## src/core/acf_pkg.sv

```systemverilog
// shared constants, field layout and helper functions for the acceptance filter control block
package acf_pkg;

    // register map, byte addresses
    localparam int ACF_ADDR_W = 8;
    localparam logic [ACF_ADDR_W-1:0] ACF_CTRL_OFS = 8'h00;
    localparam logic [ACF_ADDR_W-1:0] ACF_STAT_OFS = 8'h04;

    // filter slots held by the control word
    localparam int ACF_NUM_FILT = 4;
    localparam int ACF_FIRST_FILT = 24;
    localparam int ACF_MSEL_W = 2;
    localparam int ACF_FSEL_W = 5;

    // field positions inside one filter byte
    localparam int ACF_EN_POS = 7;
    localparam int ACF_MSEL_LO = 5;
    localparam int ACF_FSEL_LO = 0;

    // field positions inside the status word
    localparam int ACF_STAT_FIFO_LO = 0;
    localparam int ACF_STAT_SLOT_LO = 5;
    localparam int ACF_STAT_CNT_LO = 8;
    localparam int ACF_CNT_W = 8;

    // values after reset
    localparam logic [31:0] ACF_CTRL_RST = 32'h0000_0000;
    localparam logic [7:0] ACF_BYTE_RST = 8'h00;
    localparam logic [31:0] ACF_RDATA_RST = 32'h0000_0000;
    localparam logic [ACF_CNT_W-1:0] ACF_CNT_RST = 8'h00;

    // take byte number idx out of a 32-bit word
    function automatic logic [7:0] acf_byte(input logic [31:0] word, input int idx);
        acf_byte = word[idx*8 +: 8];
    endfunction

    // build one filter byte from its fields
    function automatic logic [7:0] acf_pack(input logic en, input logic [1:0] msel,
                                            input logic [4:0] fsel);
        acf_pack = {en, msel, fsel};
    endfunction

endpackage

```

## src/core/acf_slot_if.sv

```systemverilog
// carrier between the register decode and one filter slot
`timescale 1ns/1ns
interface acf_slot_if;
    logic wr;
    logic [7:0] wdata;
    logic en;
    logic [1:0] msel;
    logic [4:0] fsel;

    // decode side drives the write, slot side returns its stored fields
    modport ctrl (output wr, output wdata, input en, input msel, input fsel);
    modport slot (input wr, input wdata, output en, output msel, output fsel);
endinterface

```

## src/core/acf_filter_ctrl.sv

```systemverilog
// acceptance filter control register for filters 24 to 27 with store selection
//
// Implementation choices: the placing of the registers and the plain strobed port.
`timescale 1ns/1ns

module acf_filter_ctrl
(
    input wire logic core_clk_i,
    input wire logic nrst_i,
    input wire logic [acf_pkg::ACF_ADDR_W-1:0] reg_addr_i,
    input wire logic [31:0] reg_wdata_i,
    input wire logic reg_wr_i,
    input wire logic reg_rd_i,
    output logic [31:0] reg_rdata_o,
    input wire logic [acf_pkg::ACF_NUM_FILT-1:0] match_hit_i,
    output logic [acf_pkg::ACF_NUM_FILT-1:0] filt_enable_o,
    output logic [acf_pkg::ACF_NUM_FILT*2-1:0] filt_mask_choice_o,
    output logic [acf_pkg::ACF_NUM_FILT*5-1:0] filt_fifo_choice_o,
    output logic store_valid_o,
    output logic [4:0] store_fifo_o,
    output logic [1:0] store_mask_o,
    output logic [1:0] store_slot_o
);
    import acf_pkg::*;

    // storage of the control word lives in the slots
    acf_slot_if slot_bus [ACF_NUM_FILT] ();

    logic [ACF_NUM_FILT-1:0] en_w;
    logic [1:0] msel_w [ACF_NUM_FILT];
    logic [4:0] fsel_w [ACF_NUM_FILT];
    logic [31:0] ctrl_word;
    logic [31:0] stat_word;
    logic ctrl_sel;
    logic stat_sel;
    logic ctrl_wr;
    logic [31:0] nxt_rdata;

    // address decode; anything else reads as zero and writes are ignored
    assign ctrl_sel = (reg_addr_i == ACF_CTRL_OFS);
    assign stat_sel = (reg_addr_i == ACF_STAT_OFS);
    assign ctrl_wr = reg_wr_i && ctrl_sel;

    // one slot per byte lane, byte 0 is filter 24 and byte 3 is filter 27
    genvar g;
    generate
        for (g = 0; g < ACF_NUM_FILT; g++)
        begin : g_slot
            assign slot_bus[g].wr = ctrl_wr;
            assign slot_bus[g].wdata = acf_byte(reg_wdata_i, g);
            assign en_w[g] = slot_bus[g].en;
            assign msel_w[g] = slot_bus[g].msel;
            assign fsel_w[g] = slot_bus[g].fsel;
            assign ctrl_word[g*8 +: 8] = acf_pack(en_w[g], msel_w[g], fsel_w[g]);

            acf_filter_slot u_slot
            (
                .core_clk_i(core_clk_i),
                .nrst_i(nrst_i),
                .sb(slot_bus[g].slot)
            );
        end
    endgenerate

    // acceptance: a hit counts only on an enabled filter, lowest filter number wins
    logic [ACF_NUM_FILT-1:0] live_hit;
    logic any_hit;
    logic [1:0] win_slot;

    assign live_hit = match_hit_i & en_w;
    assign any_hit = |live_hit;

    // priority pick; ties between filters go to the lower number
    always_comb
    begin
        win_slot = 2'h0;
        for (int i = ACF_NUM_FILT - 1; i >= 0; i--)
        begin
            if (live_hit[i])
            begin
                win_slot = i[1:0];
            end
        end
    end

    logic [4:0] win_fsel;
    logic [1:0] win_msel;
    assign win_fsel = fsel_w[win_slot];
    assign win_msel = msel_w[win_slot];

    // store request and status history
    logic store_valid_ff;
    logic [4:0] store_fifo_ff;
    logic [1:0] store_mask_ff;
    logic [1:0] store_slot_ff;
    logic [ACF_CNT_W-1:0] accept_cnt_ff;
    logic [ACF_CNT_W-1:0] nxt_accept_cnt;

    // counter wraps; software reads differences, so a wrap is harmless
    assign nxt_accept_cnt = any_hit ? accept_cnt_ff + 8'h01 : accept_cnt_ff;

    always_ff @(posedge core_clk_i or negedge nrst_i)
    begin
        if (!nrst_i)
        begin
            store_valid_ff <= 1'b0;
            store_fifo_ff <= 5'h00;
            store_mask_ff <= 2'h0;
            store_slot_ff <= 2'h0;
            accept_cnt_ff <= ACF_CNT_RST;
        end
        else
        begin
            store_valid_ff <= any_hit;
            accept_cnt_ff <= nxt_accept_cnt;
            if (any_hit)
            begin
                store_fifo_ff <= win_fsel;
                store_mask_ff <= win_msel;
                store_slot_ff <= win_slot;
            end
        end
    end

    // status word shows the last accepted message and the acceptance count
    assign stat_word = {16'h0000, accept_cnt_ff, 1'b0, store_slot_ff, store_fifo_ff};

    // read data stand only in the cycle after the read strobe
    assign nxt_rdata = !reg_rd_i ? 32'h0000_0000 :
                       ctrl_sel ? ctrl_word :
                       stat_sel ? stat_word : 32'h0000_0000;

    logic [31:0] rdata_ff;
    always_ff @(posedge core_clk_i or negedge nrst_i)
    begin
        if (!nrst_i)
        begin
            rdata_ff <= ACF_RDATA_RST;
        end
        else
        begin
            rdata_ff <= nxt_rdata;
        end
    end

    // mirror the slot flops out to the receive path; these are flop outputs already
    logic [ACF_NUM_FILT*2-1:0] mask_flat;
    logic [ACF_NUM_FILT*5-1:0] fifo_flat;
    generate
        for (g = 0; g < ACF_NUM_FILT; g++)
        begin : g_flat
            assign mask_flat[g*2 +: 2] = msel_w[g];
            assign fifo_flat[g*5 +: 5] = fsel_w[g];
        end
    endgenerate

    assign reg_rdata_o = rdata_ff;
    assign filt_enable_o = en_w;
    assign filt_mask_choice_o = mask_flat;
    assign filt_fifo_choice_o = fifo_flat;
    assign store_valid_o = store_valid_ff;
    assign store_fifo_o = store_fifo_ff;
    assign store_mask_o = store_mask_ff;
    assign store_slot_o = store_slot_ff;
endmodule

```

## src/core/acf_filter_slot.sv

```systemverilog
// one filter byte: enable, mask choice and fifo choice with the change lock
`timescale 1ns/1ns
module acf_filter_slot
(
    input wire logic core_clk_i,
    input wire logic nrst_i,
    acf_slot_if.slot sb
);
    import acf_pkg::*;

    logic en_ff;
    logic [1:0] msel_ff;
    logic [4:0] fsel_ff;
    logic nxt_en;
    logic fields_open;
    logic [1:0] nxt_msel;
    logic [4:0] nxt_fsel;

    // fields move only while the filter is off; a blocked write is dropped silently
    assign fields_open = sb.wr && !en_ff;
    assign nxt_en = sb.wr ? sb.wdata[ACF_EN_POS] : en_ff;
    assign nxt_msel = fields_open ? sb.wdata[ACF_MSEL_LO +: 2] : msel_ff;
    assign nxt_fsel = fields_open ? sb.wdata[ACF_FSEL_LO +: 5] : fsel_ff;

    // enable bit itself is always writable, so software can switch off and reprogram
    always_ff @(posedge core_clk_i or negedge nrst_i)
    begin
        if (!nrst_i)
        begin
            en_ff <= ACF_BYTE_RST[ACF_EN_POS];
            msel_ff <= ACF_BYTE_RST[ACF_MSEL_LO +: 2];
            fsel_ff <= ACF_BYTE_RST[ACF_FSEL_LO +: 5];
        end
        else
        begin
            en_ff <= nxt_en;
            msel_ff <= nxt_msel;
            fsel_ff <= nxt_fsel;
        end
    end

    assign sb.en = en_ff;
    assign sb.msel = msel_ff;
    assign sb.fsel = fsel_ff;
endmodule

```

## config.mk

```make
export PLATFORM = sky130hd
export DESIGN_NAME = acf_filter_ctrl
export DESIGN_NICKNAME = d
export VERILOG_FILES = /design/src/core/acf_pkg.sv /design/src/core/acf_slot_if.sv /design/src/core/acf_filter_ctrl.sv /design/src/core/acf_filter_slot.sv
export SDC_FILE = /design/constraint.sdc
export NUM_CORES = 1
export LEC_CHECK = 0
export ABC_AREA = 1
export BUFFER_PORTS_ARGS = -buffer_cell sky130_fd_sc_hd__buf_4
export CAP_MARGIN = 25
export CORE_ASPECT_RATIO = 1.25
export CORE_UTILIZATION = 33
export DETAILED_ROUTE_END_ITERATION = 8
export PLACE_DENSITY = 0.68
export SLEW_MARGIN = 20
export SYNTH_ARGS = -nofsm -noshare
export SYNTH_HDL_FRONTEND = slang
export SYNTH_HIERARCHICAL = 1
export SYNTH_SLANG_ARGS = --single-unit
```

## constraint.sdc

```tcl
create_clock -name core_clk_i -period 1.6 [get_ports core_clk_i]
set_input_delay 0.16 -clock core_clk_i [delete_from_list [all_inputs] [get_ports core_clk_i]]
set_output_delay 0.16 -clock core_clk_i [all_outputs]
set_load 0.005 [all_outputs]
```

==> flow_summary.ini, run 1 <==
[synthesis]
synth-warning-count = 6
synth_most_common_cell = nand2_1
synth_top_area_share = 0.566
synth_edf_count = 0
yosys.area.top_type = dfrtp_1
synth_ff_type = dfrtp_1
syn_area_mm2 = 0.00363
synthDistinctLibCells = 24
synth-seq-area-share = 0.566
netlist_instances = 405
synth_area_leaders = dfrtp_1 57%, nand2_1 13%, nand3_1 8.0%
syn_area_per_cell_um2 = 8.95
ys_ff_latch = 82
async_flop_share = 1.00
synth_commonest_cells = 121 x nand2_1, 82 x dfrtp_1, 58 x nand3_1
synth_fp_nets = 454

[route]
drc = 0
routedWlPerCell_um = 13.9
drt-initial-drc-count = 164
postRouteAntennaNets = 0
first_pass_iters = 4
via_per_inst = 4.60
vias = 3110
drt_wl_total_mm = 9.40

[floorplanning]
die_width_um = 95.8
row_count = 42
start_util = 0.342
die_h_um = 119
core_mm2 = 0.0106
die_area_mm2 = 0.0114
pin_count = 122

[setup_path]
critPathArrivalTime_ns = 1.73
worst_setup_path_end_kind = register
crit_type = register to register
cp_max_fo = 7
required_ns = 1.85
path_common_cell = nand2_1
ff2ff_path_depth = 7
worst-path-buf-inv = 3
cp_top_family = buffers and inverters
r2r-start = g_slot[1].u_slot/sb.en
cp.depth = 7
crit_chain = nand2_1, nand2_1, nor2_1, buf_6, clkinvlp_4, buf_2, o21ai_0
slowest_stage = dfrtp_1
start_kind = register
critPathMaxStageDelay_ns = 0.41
critPathLaunch = g_slot[1].u_slot/sb.en

[placed_design]
place_congestion = 0.825
io_buffers = 121
dp_cells = 651
dp_hpwl_mm = 7.18

[min_path]
min-delay-start = reg_wdata_i[31]
hold_path.class = input port to register
hold_depth = 3

[global_route]
grt_pass1_wl_mm = 15.0
grt_pass1_vias = 3065
grt_max_degree = 41
grt_overflow_total = 0
antenna_found_initial = 0
grt_use_total = 0.177

[clocking]
cts_tree = yes
clockBufferDepth = 2
clock-sinks = 82
cts_made_buffers = 9
clk_latency_ns = 0.34
clkTransAtPathRegs_ns = 0.06
cts-root-buf = clkbuf_16
htree_levels = 3

[timing]
hold_viol = 0
fin_setup_tns_ns = 0
worstMarginPinSlew_ns = 0.400
setup_viol = 0
slew_headroom = 0.733
drv_slew = 0
fmaxAchievable_mhz = 673
clock_skew_ns = 0.00699
rsz0062_at_grt = false
finalCriticalPeriod_ns = 1.49
finalCritPeriodShare = 0.928

[job]
maxCapViolations = 0

[power]
powerDensity_mw_per_mm2 = 1020
power.leakage_nw = 2.80
comb_power_share = 0.151
ir_worst_vdd_mv = 0.530
pwr-share-clk = 0.395
switchingPower_mw = 1.35
switching_share = 0.262
internal_power_mw = 3.81
power_frac_seq = 0.454

[finish]
seq_area_mm2 = 0.00205
stdcell_count = 676
area_growth_pct = 39.4
fin_nets = 589
fillers = 1024
antenna_cells = 0
drive_above_1_share = 0.331
multi_input_area_mm2 = 0.00121

[run_status]
status = completed
## power by group through the flow
| stage | clock network, mW | registers [mW] | logic (mW) |
|---|---|---|---|
| 2_1_floorplan | 0 | 2.35 | 0.470 |
| 3_3_place_gp | 0 | 2.37 | 0.745 |
| 3_5_place_dp | 0 | 2.38 | 0.761 |
| 4_1_cts | 2.07 | 2.34 | 0.767 |
| 5_1_grt | 2.16 | 2.37 | 0.892 |
| 6_report | 2.04 | 2.34 | 0.779 |
## through the flow
step                hold WS (ns)  setup slack, ns  cell area, µm²  total power, mW   util
floorplan                 -0.136            0.321            3630             2.82      -
global placement          0.0863           0.0904            4670             3.12  0.440
detailed placement        0.0850           0.0836            4670             3.14  0.440
CTS                       0.0403            0.119            4970             5.18  0.468
global route              0.0403           0.0111            5060             5.42  0.476
finish                    0.0424            0.115            5060             5.16  0.476
## flip-flops by register name, summed over array words and instances (netlist names)
signal and flops:
accept_cnt_ff 8, reg_rdata_o 32, store_fifo_o 5, g_slot.u_slot/sb.fsel 20, store_mask_o 2, g_slot.u_slot/sb.msel 8
g_slot.u_slot/sb.en 4, store_slot_o 2, store_valid_o 1
## worst register-to-register path, cell delays in order, from the launching register on
cell,delay [ns]
dfrtp_1,0.41
nand2_1,0.12
nand2_1,0.08
nor2_1,0.13
buf_6,0.15
clkinvlp_4,0.13
buf_2,0.19
o21ai_0,0.18
## worst paths after layout
path | end | slack (ns)
worst min-delay path | g_slot[3].u_slot/sb.en | 0.04
max in group asynchronous | reg_rdata_o[19] | 0.77
worst max register to register | accept_cnt_ff[6] | 0.11
worst max-delay path | accept_cnt_ff[6] | 0.11
worst min register to register | g_slot[0].u_slot/sb.fsel[4] | 0.50
min in group asynchronous | g_slot[0].u_slot/sb.fsel[2] | 0.27
## layout by cell type, fill, tap and decap left out, types with 2 or more instances in the layout
cell / Yosys / final
o22ai_2: 10 / 10
o21ai_0: 10 / 10
o22ai_1: 4 / 4
clkinvlp_4: 0 / 4
nand3_1: 58 / 58
inv_2: 4 / 4
xor2_1: 7 / 7
buf_4: 5 / 136
dfrtp_1: 82 / 82
clkbuf_16: 0 / 9
buf_12: 0 / 3
nand2_4: 4 / 4
nand2_1: 121 / 121
nor3_2: 2 / 2
inv_1: 54 / 53
nand2_2: 3 / 3
nor2_1: 22 / 22
## layer usage
metal,wire (µm),track usage,up-vias
met3,567,0.0511,12
met5,0,0,-
met1,3830,0.216,1471
met4,178,0.0634,0
li1,-,-,1530
met2,4820,0.296,97
## kinds of logic (layout without fill, tap and decap cells)
group / after synthesis / after routing / share of synthesized area
AO/OA/AOI/OAI: 24 / 24 / 0.0552
XOR/XNOR: 7 / 7 / 0.0169
adder cells (fa/ha/maj): 1 / 1 / 0.00345
buffers and inverters: 76 / 215 / 0.0990
flip-flops: 82 / 82 / 0.566
AND/OR/NAND/NOR: 215 / 215 / 0.259
## timing repair
item,4_1_cts,5_1_grt
hold buffers,1,0
endpoints found under the setup margin,0,5
gates resized for setup,0,2
hold endpoints to repair,23,0
setup buffers,0,9
## area by class of cell
class,count,share of cell area
Sequential cell,82,0.406
Multi-Input combinational cell,247,0.240
Timing Repair Buffer,142,0.219
Clock buffer,11,0.0480
Inverter,58,0.0438
Tap cell,132,0.0327
Clock inverter,4,0.0104
Note: power is estimated with default switching activity, not from simulation.
==> run 2, diff against run 1 <==
--- a/config.mk
+++ b/config.mk
@@ -11,7 +11,7 @@
 export CORE_ASPECT_RATIO = 1.25
 export CORE_UTILIZATION = 33
 export DETAILED_ROUTE_END_ITERATION = 8
-export PLACE_DENSITY = 0.68
+export PLACE_DENSITY = 0.55
 export SLEW_MARGIN = 20
 export SYNTH_ARGS = -nofsm -noshare
 export SYNTH_HDL_FRONTEND = slang
==> constraint.sdc (replaced) <==
create_clock -name core_clk_i -period 1.6 [get_ports core_clk_i]
set_input_delay 0 -clock core_clk_i [delete_from_list [all_inputs] [get_ports core_clk_i]]
set_output_delay 0 -clock core_clk_i [all_outputs]
set_load 0.005 [all_outputs]
==> run 2 against run 1 <==
Final cell count is 3.3% higher. Sequential power about the same. Clock skew grew 0.0020 ns. Flip-flop and latch count is the same. Cell area rose by 4.6%. Routed wire length grew 6.5%. Sequential share of layout area decreased by 1.8 points. Critical path depth rose by 3. Core utilization up 2.2 points. Clock power grew 2%. Count of clock-buffer cells in the layout grew 3. Combinational power increased by 7.6%. Critical endpoint is now store_fifo_o[4].
==> flow_summary.ini, run 2 (same netlist as run 1, synthesis figures left out) <==
[clocking]
postCtsSetupRepairBufs = 0
clk_latency_ns = 0.34
cts_tree = yes
cts_made_buffers = 9
htree_levels = 3
cts-root-buf = clkbuf_16
clockBufferDepth = 2
clock-sinks = 82
clkTransAtPathRegs_ns = 0.06

[finish]
area_growth_pct = 45.8
postLayoutCoreUtil = 0.498
fin_nets = 610
antenna_cells = 0
largest_register_ff_count = 32
drive_above_1_share = 0.299
final_cell_mix = 127 x buf_4, 120 x nand2_1, 82 x dfrtp_1
final_common_cell = buf_4

[timing]
clock_skew_ns = 0.00901
setup_viol = 0
finalCritPeriodShare = 0.897
worstMarginPinSlew_ns = 0.413
drv_slew = 0
fin_setup_tns_ns = 0
rsz0062_at_grt = false
slew_headroom = 0.724
finalCriticalPeriod_ns = 1.43
hold_viol = 0
fmaxAchievable_mhz = 697

[placed_design]
io_buffers = 121
dp_hpwl_mm = 7.28
place_congestion = 0.808

[route]
drt-initial-drc-count = 124
via_per_inst = 4.58
drt_wl_total_mm = 10.0
drc = 0
routedWlPerCell_um = 14.3
first_pass_iters = 4
vias = 3197
postRouteAntennaNets = 0

[setup_path]
required_ns = 1.82
crit_type = register to register
critPathArrivalTime_ns = 1.66
worst_setup_path_end_kind = register
r2r-start = g_slot[3].u_slot/sb.en
rrSetupSlack_ns = 0.17
start_kind = register
ff2ff_path_depth = 10
cp_max_fo = 15
r2r-end = store_fifo_o[4]

[global_route]
grt_overflow_total = 0
grt_pass1_wl_mm = 16.1
grt_use_total = 0.190
grt_max_degree = 60
grt_pass1_vias = 3241
antenna_found_initial = 0

[floorplanning]
pin_count = 122
die_width_um = 95.8
start_util = 0.342
core_mm2 = 0.0106
row_count = 42
die_area_mm2 = 0.0114
die_h_um = 119

[min_path]
hold_path.class = input port to register
min-delay-start = reg_addr_i[2]
hold_depth = 4
whs_endpoint = reg_rdata_o[15]

[run_status]
status = completed

[power]
ir_worst_vdd_mv = 0.501
powerDensity_mw_per_mm2 = 995
power.leakage_nw = 2.89

[job]
maxCapViolations = 0
-- run 2: cell types whose count changed in the layout (fill, tap and decap cells not counted), sizes merged --
cell,delta
buf,-12
clkbuf,+3
clkinv,+1
clkinvlp,-4
dlygate4sd3,+33
inv,+1
-- run 2: how the worst max path moves through the flow --
stage | start | end | slack [ns] | depth (start not counted)
2_1_floorplan | g_slot[3].u_slot/sb.en | store_fifo_o[3] | 0.32 | 11
3_3_place_gp | g_slot[3].u_slot/sb.en | accept_cnt_ff[7] | 0.12 | 6
3_5_place_dp | g_slot[3].u_slot/sb.en | accept_cnt_ff[6] | 0.05 | 6
4_1_cts | g_slot[3].u_slot/sb.en | accept_cnt_ff[6] | 0.05 | 6
5_1_grt | g_slot[3].u_slot/sb.en | store_fifo_o[0] | 0.02 | 10
6_report | g_slot[3].u_slot/sb.en | store_fifo_o[4] | 0.17 | 10
-- run 2: where the power goes --
part	internal (mW)	leakage, nW	switching [mW]
sequential	2.22	1.10	0.120
clock	1.29	0.147	0.791
combinational	0.383	1.65	0.454
-- run 2: timing repair --
action	CTS	global route
hold endpoints to repair	115	0
hold buffers	34	0
gates resized for setup	0	3
endpoints found under the setup margin	0	11
-- run 2: stage by stage --
stage / setup WS, ns / hold slack, ns / instance area [µm²] / power (mW) / cells
after global placement: 0.119 / -0.0725 / 4640 / 3.14 / 648
final: 0.165 / 0.0392 / 5290 / 5.26 / 698
after floorplan: 0.321 / -0.296 / 3630 / 2.82 / 405
after detailed placement: 0.0537 / -0.0725 / 4640 / 3.15 / 648
after CTS: 0.0468 / 0.0406 / 5280 / 5.31 / 698
after global routing: 0.0240 / 0.117 / 5290 / 5.54 / 698
-- run 2: per-layer routing --
metal  vias up  wire length, µm  global-route usage
met3        19              387              0.0402
li1       1574                -                   -
met2        78             5280               0.324
met4         0              244              0.0821
met1      1526             4100               0.226
met5         -                0                   0
-- run 2: critical path, cell delays in order (launching register included) --
cell and delay, ns:
dfrtp_1 0.41, nand2_1 0.10, inv_1 0.04, nand2_1 0.08
nand2_2 0.06, nand2_2 0.22, nand2_1 0.10, nand3_1 0.11
nand2_1 0.07, nand2_1 0.06, nand2_1 0.05
-- run 2: final cells by class --
class / instances / area, µm²
clock buffer: 14 / 264
clock inverter: 2 / 35.0
fill: 1017 / 5330
inverter: 58 / 218
multi-input combinational: 247 / 1220
sequential: 82 / 2050
tap: 132 / 165
timing repair buffer: 163 / 1330
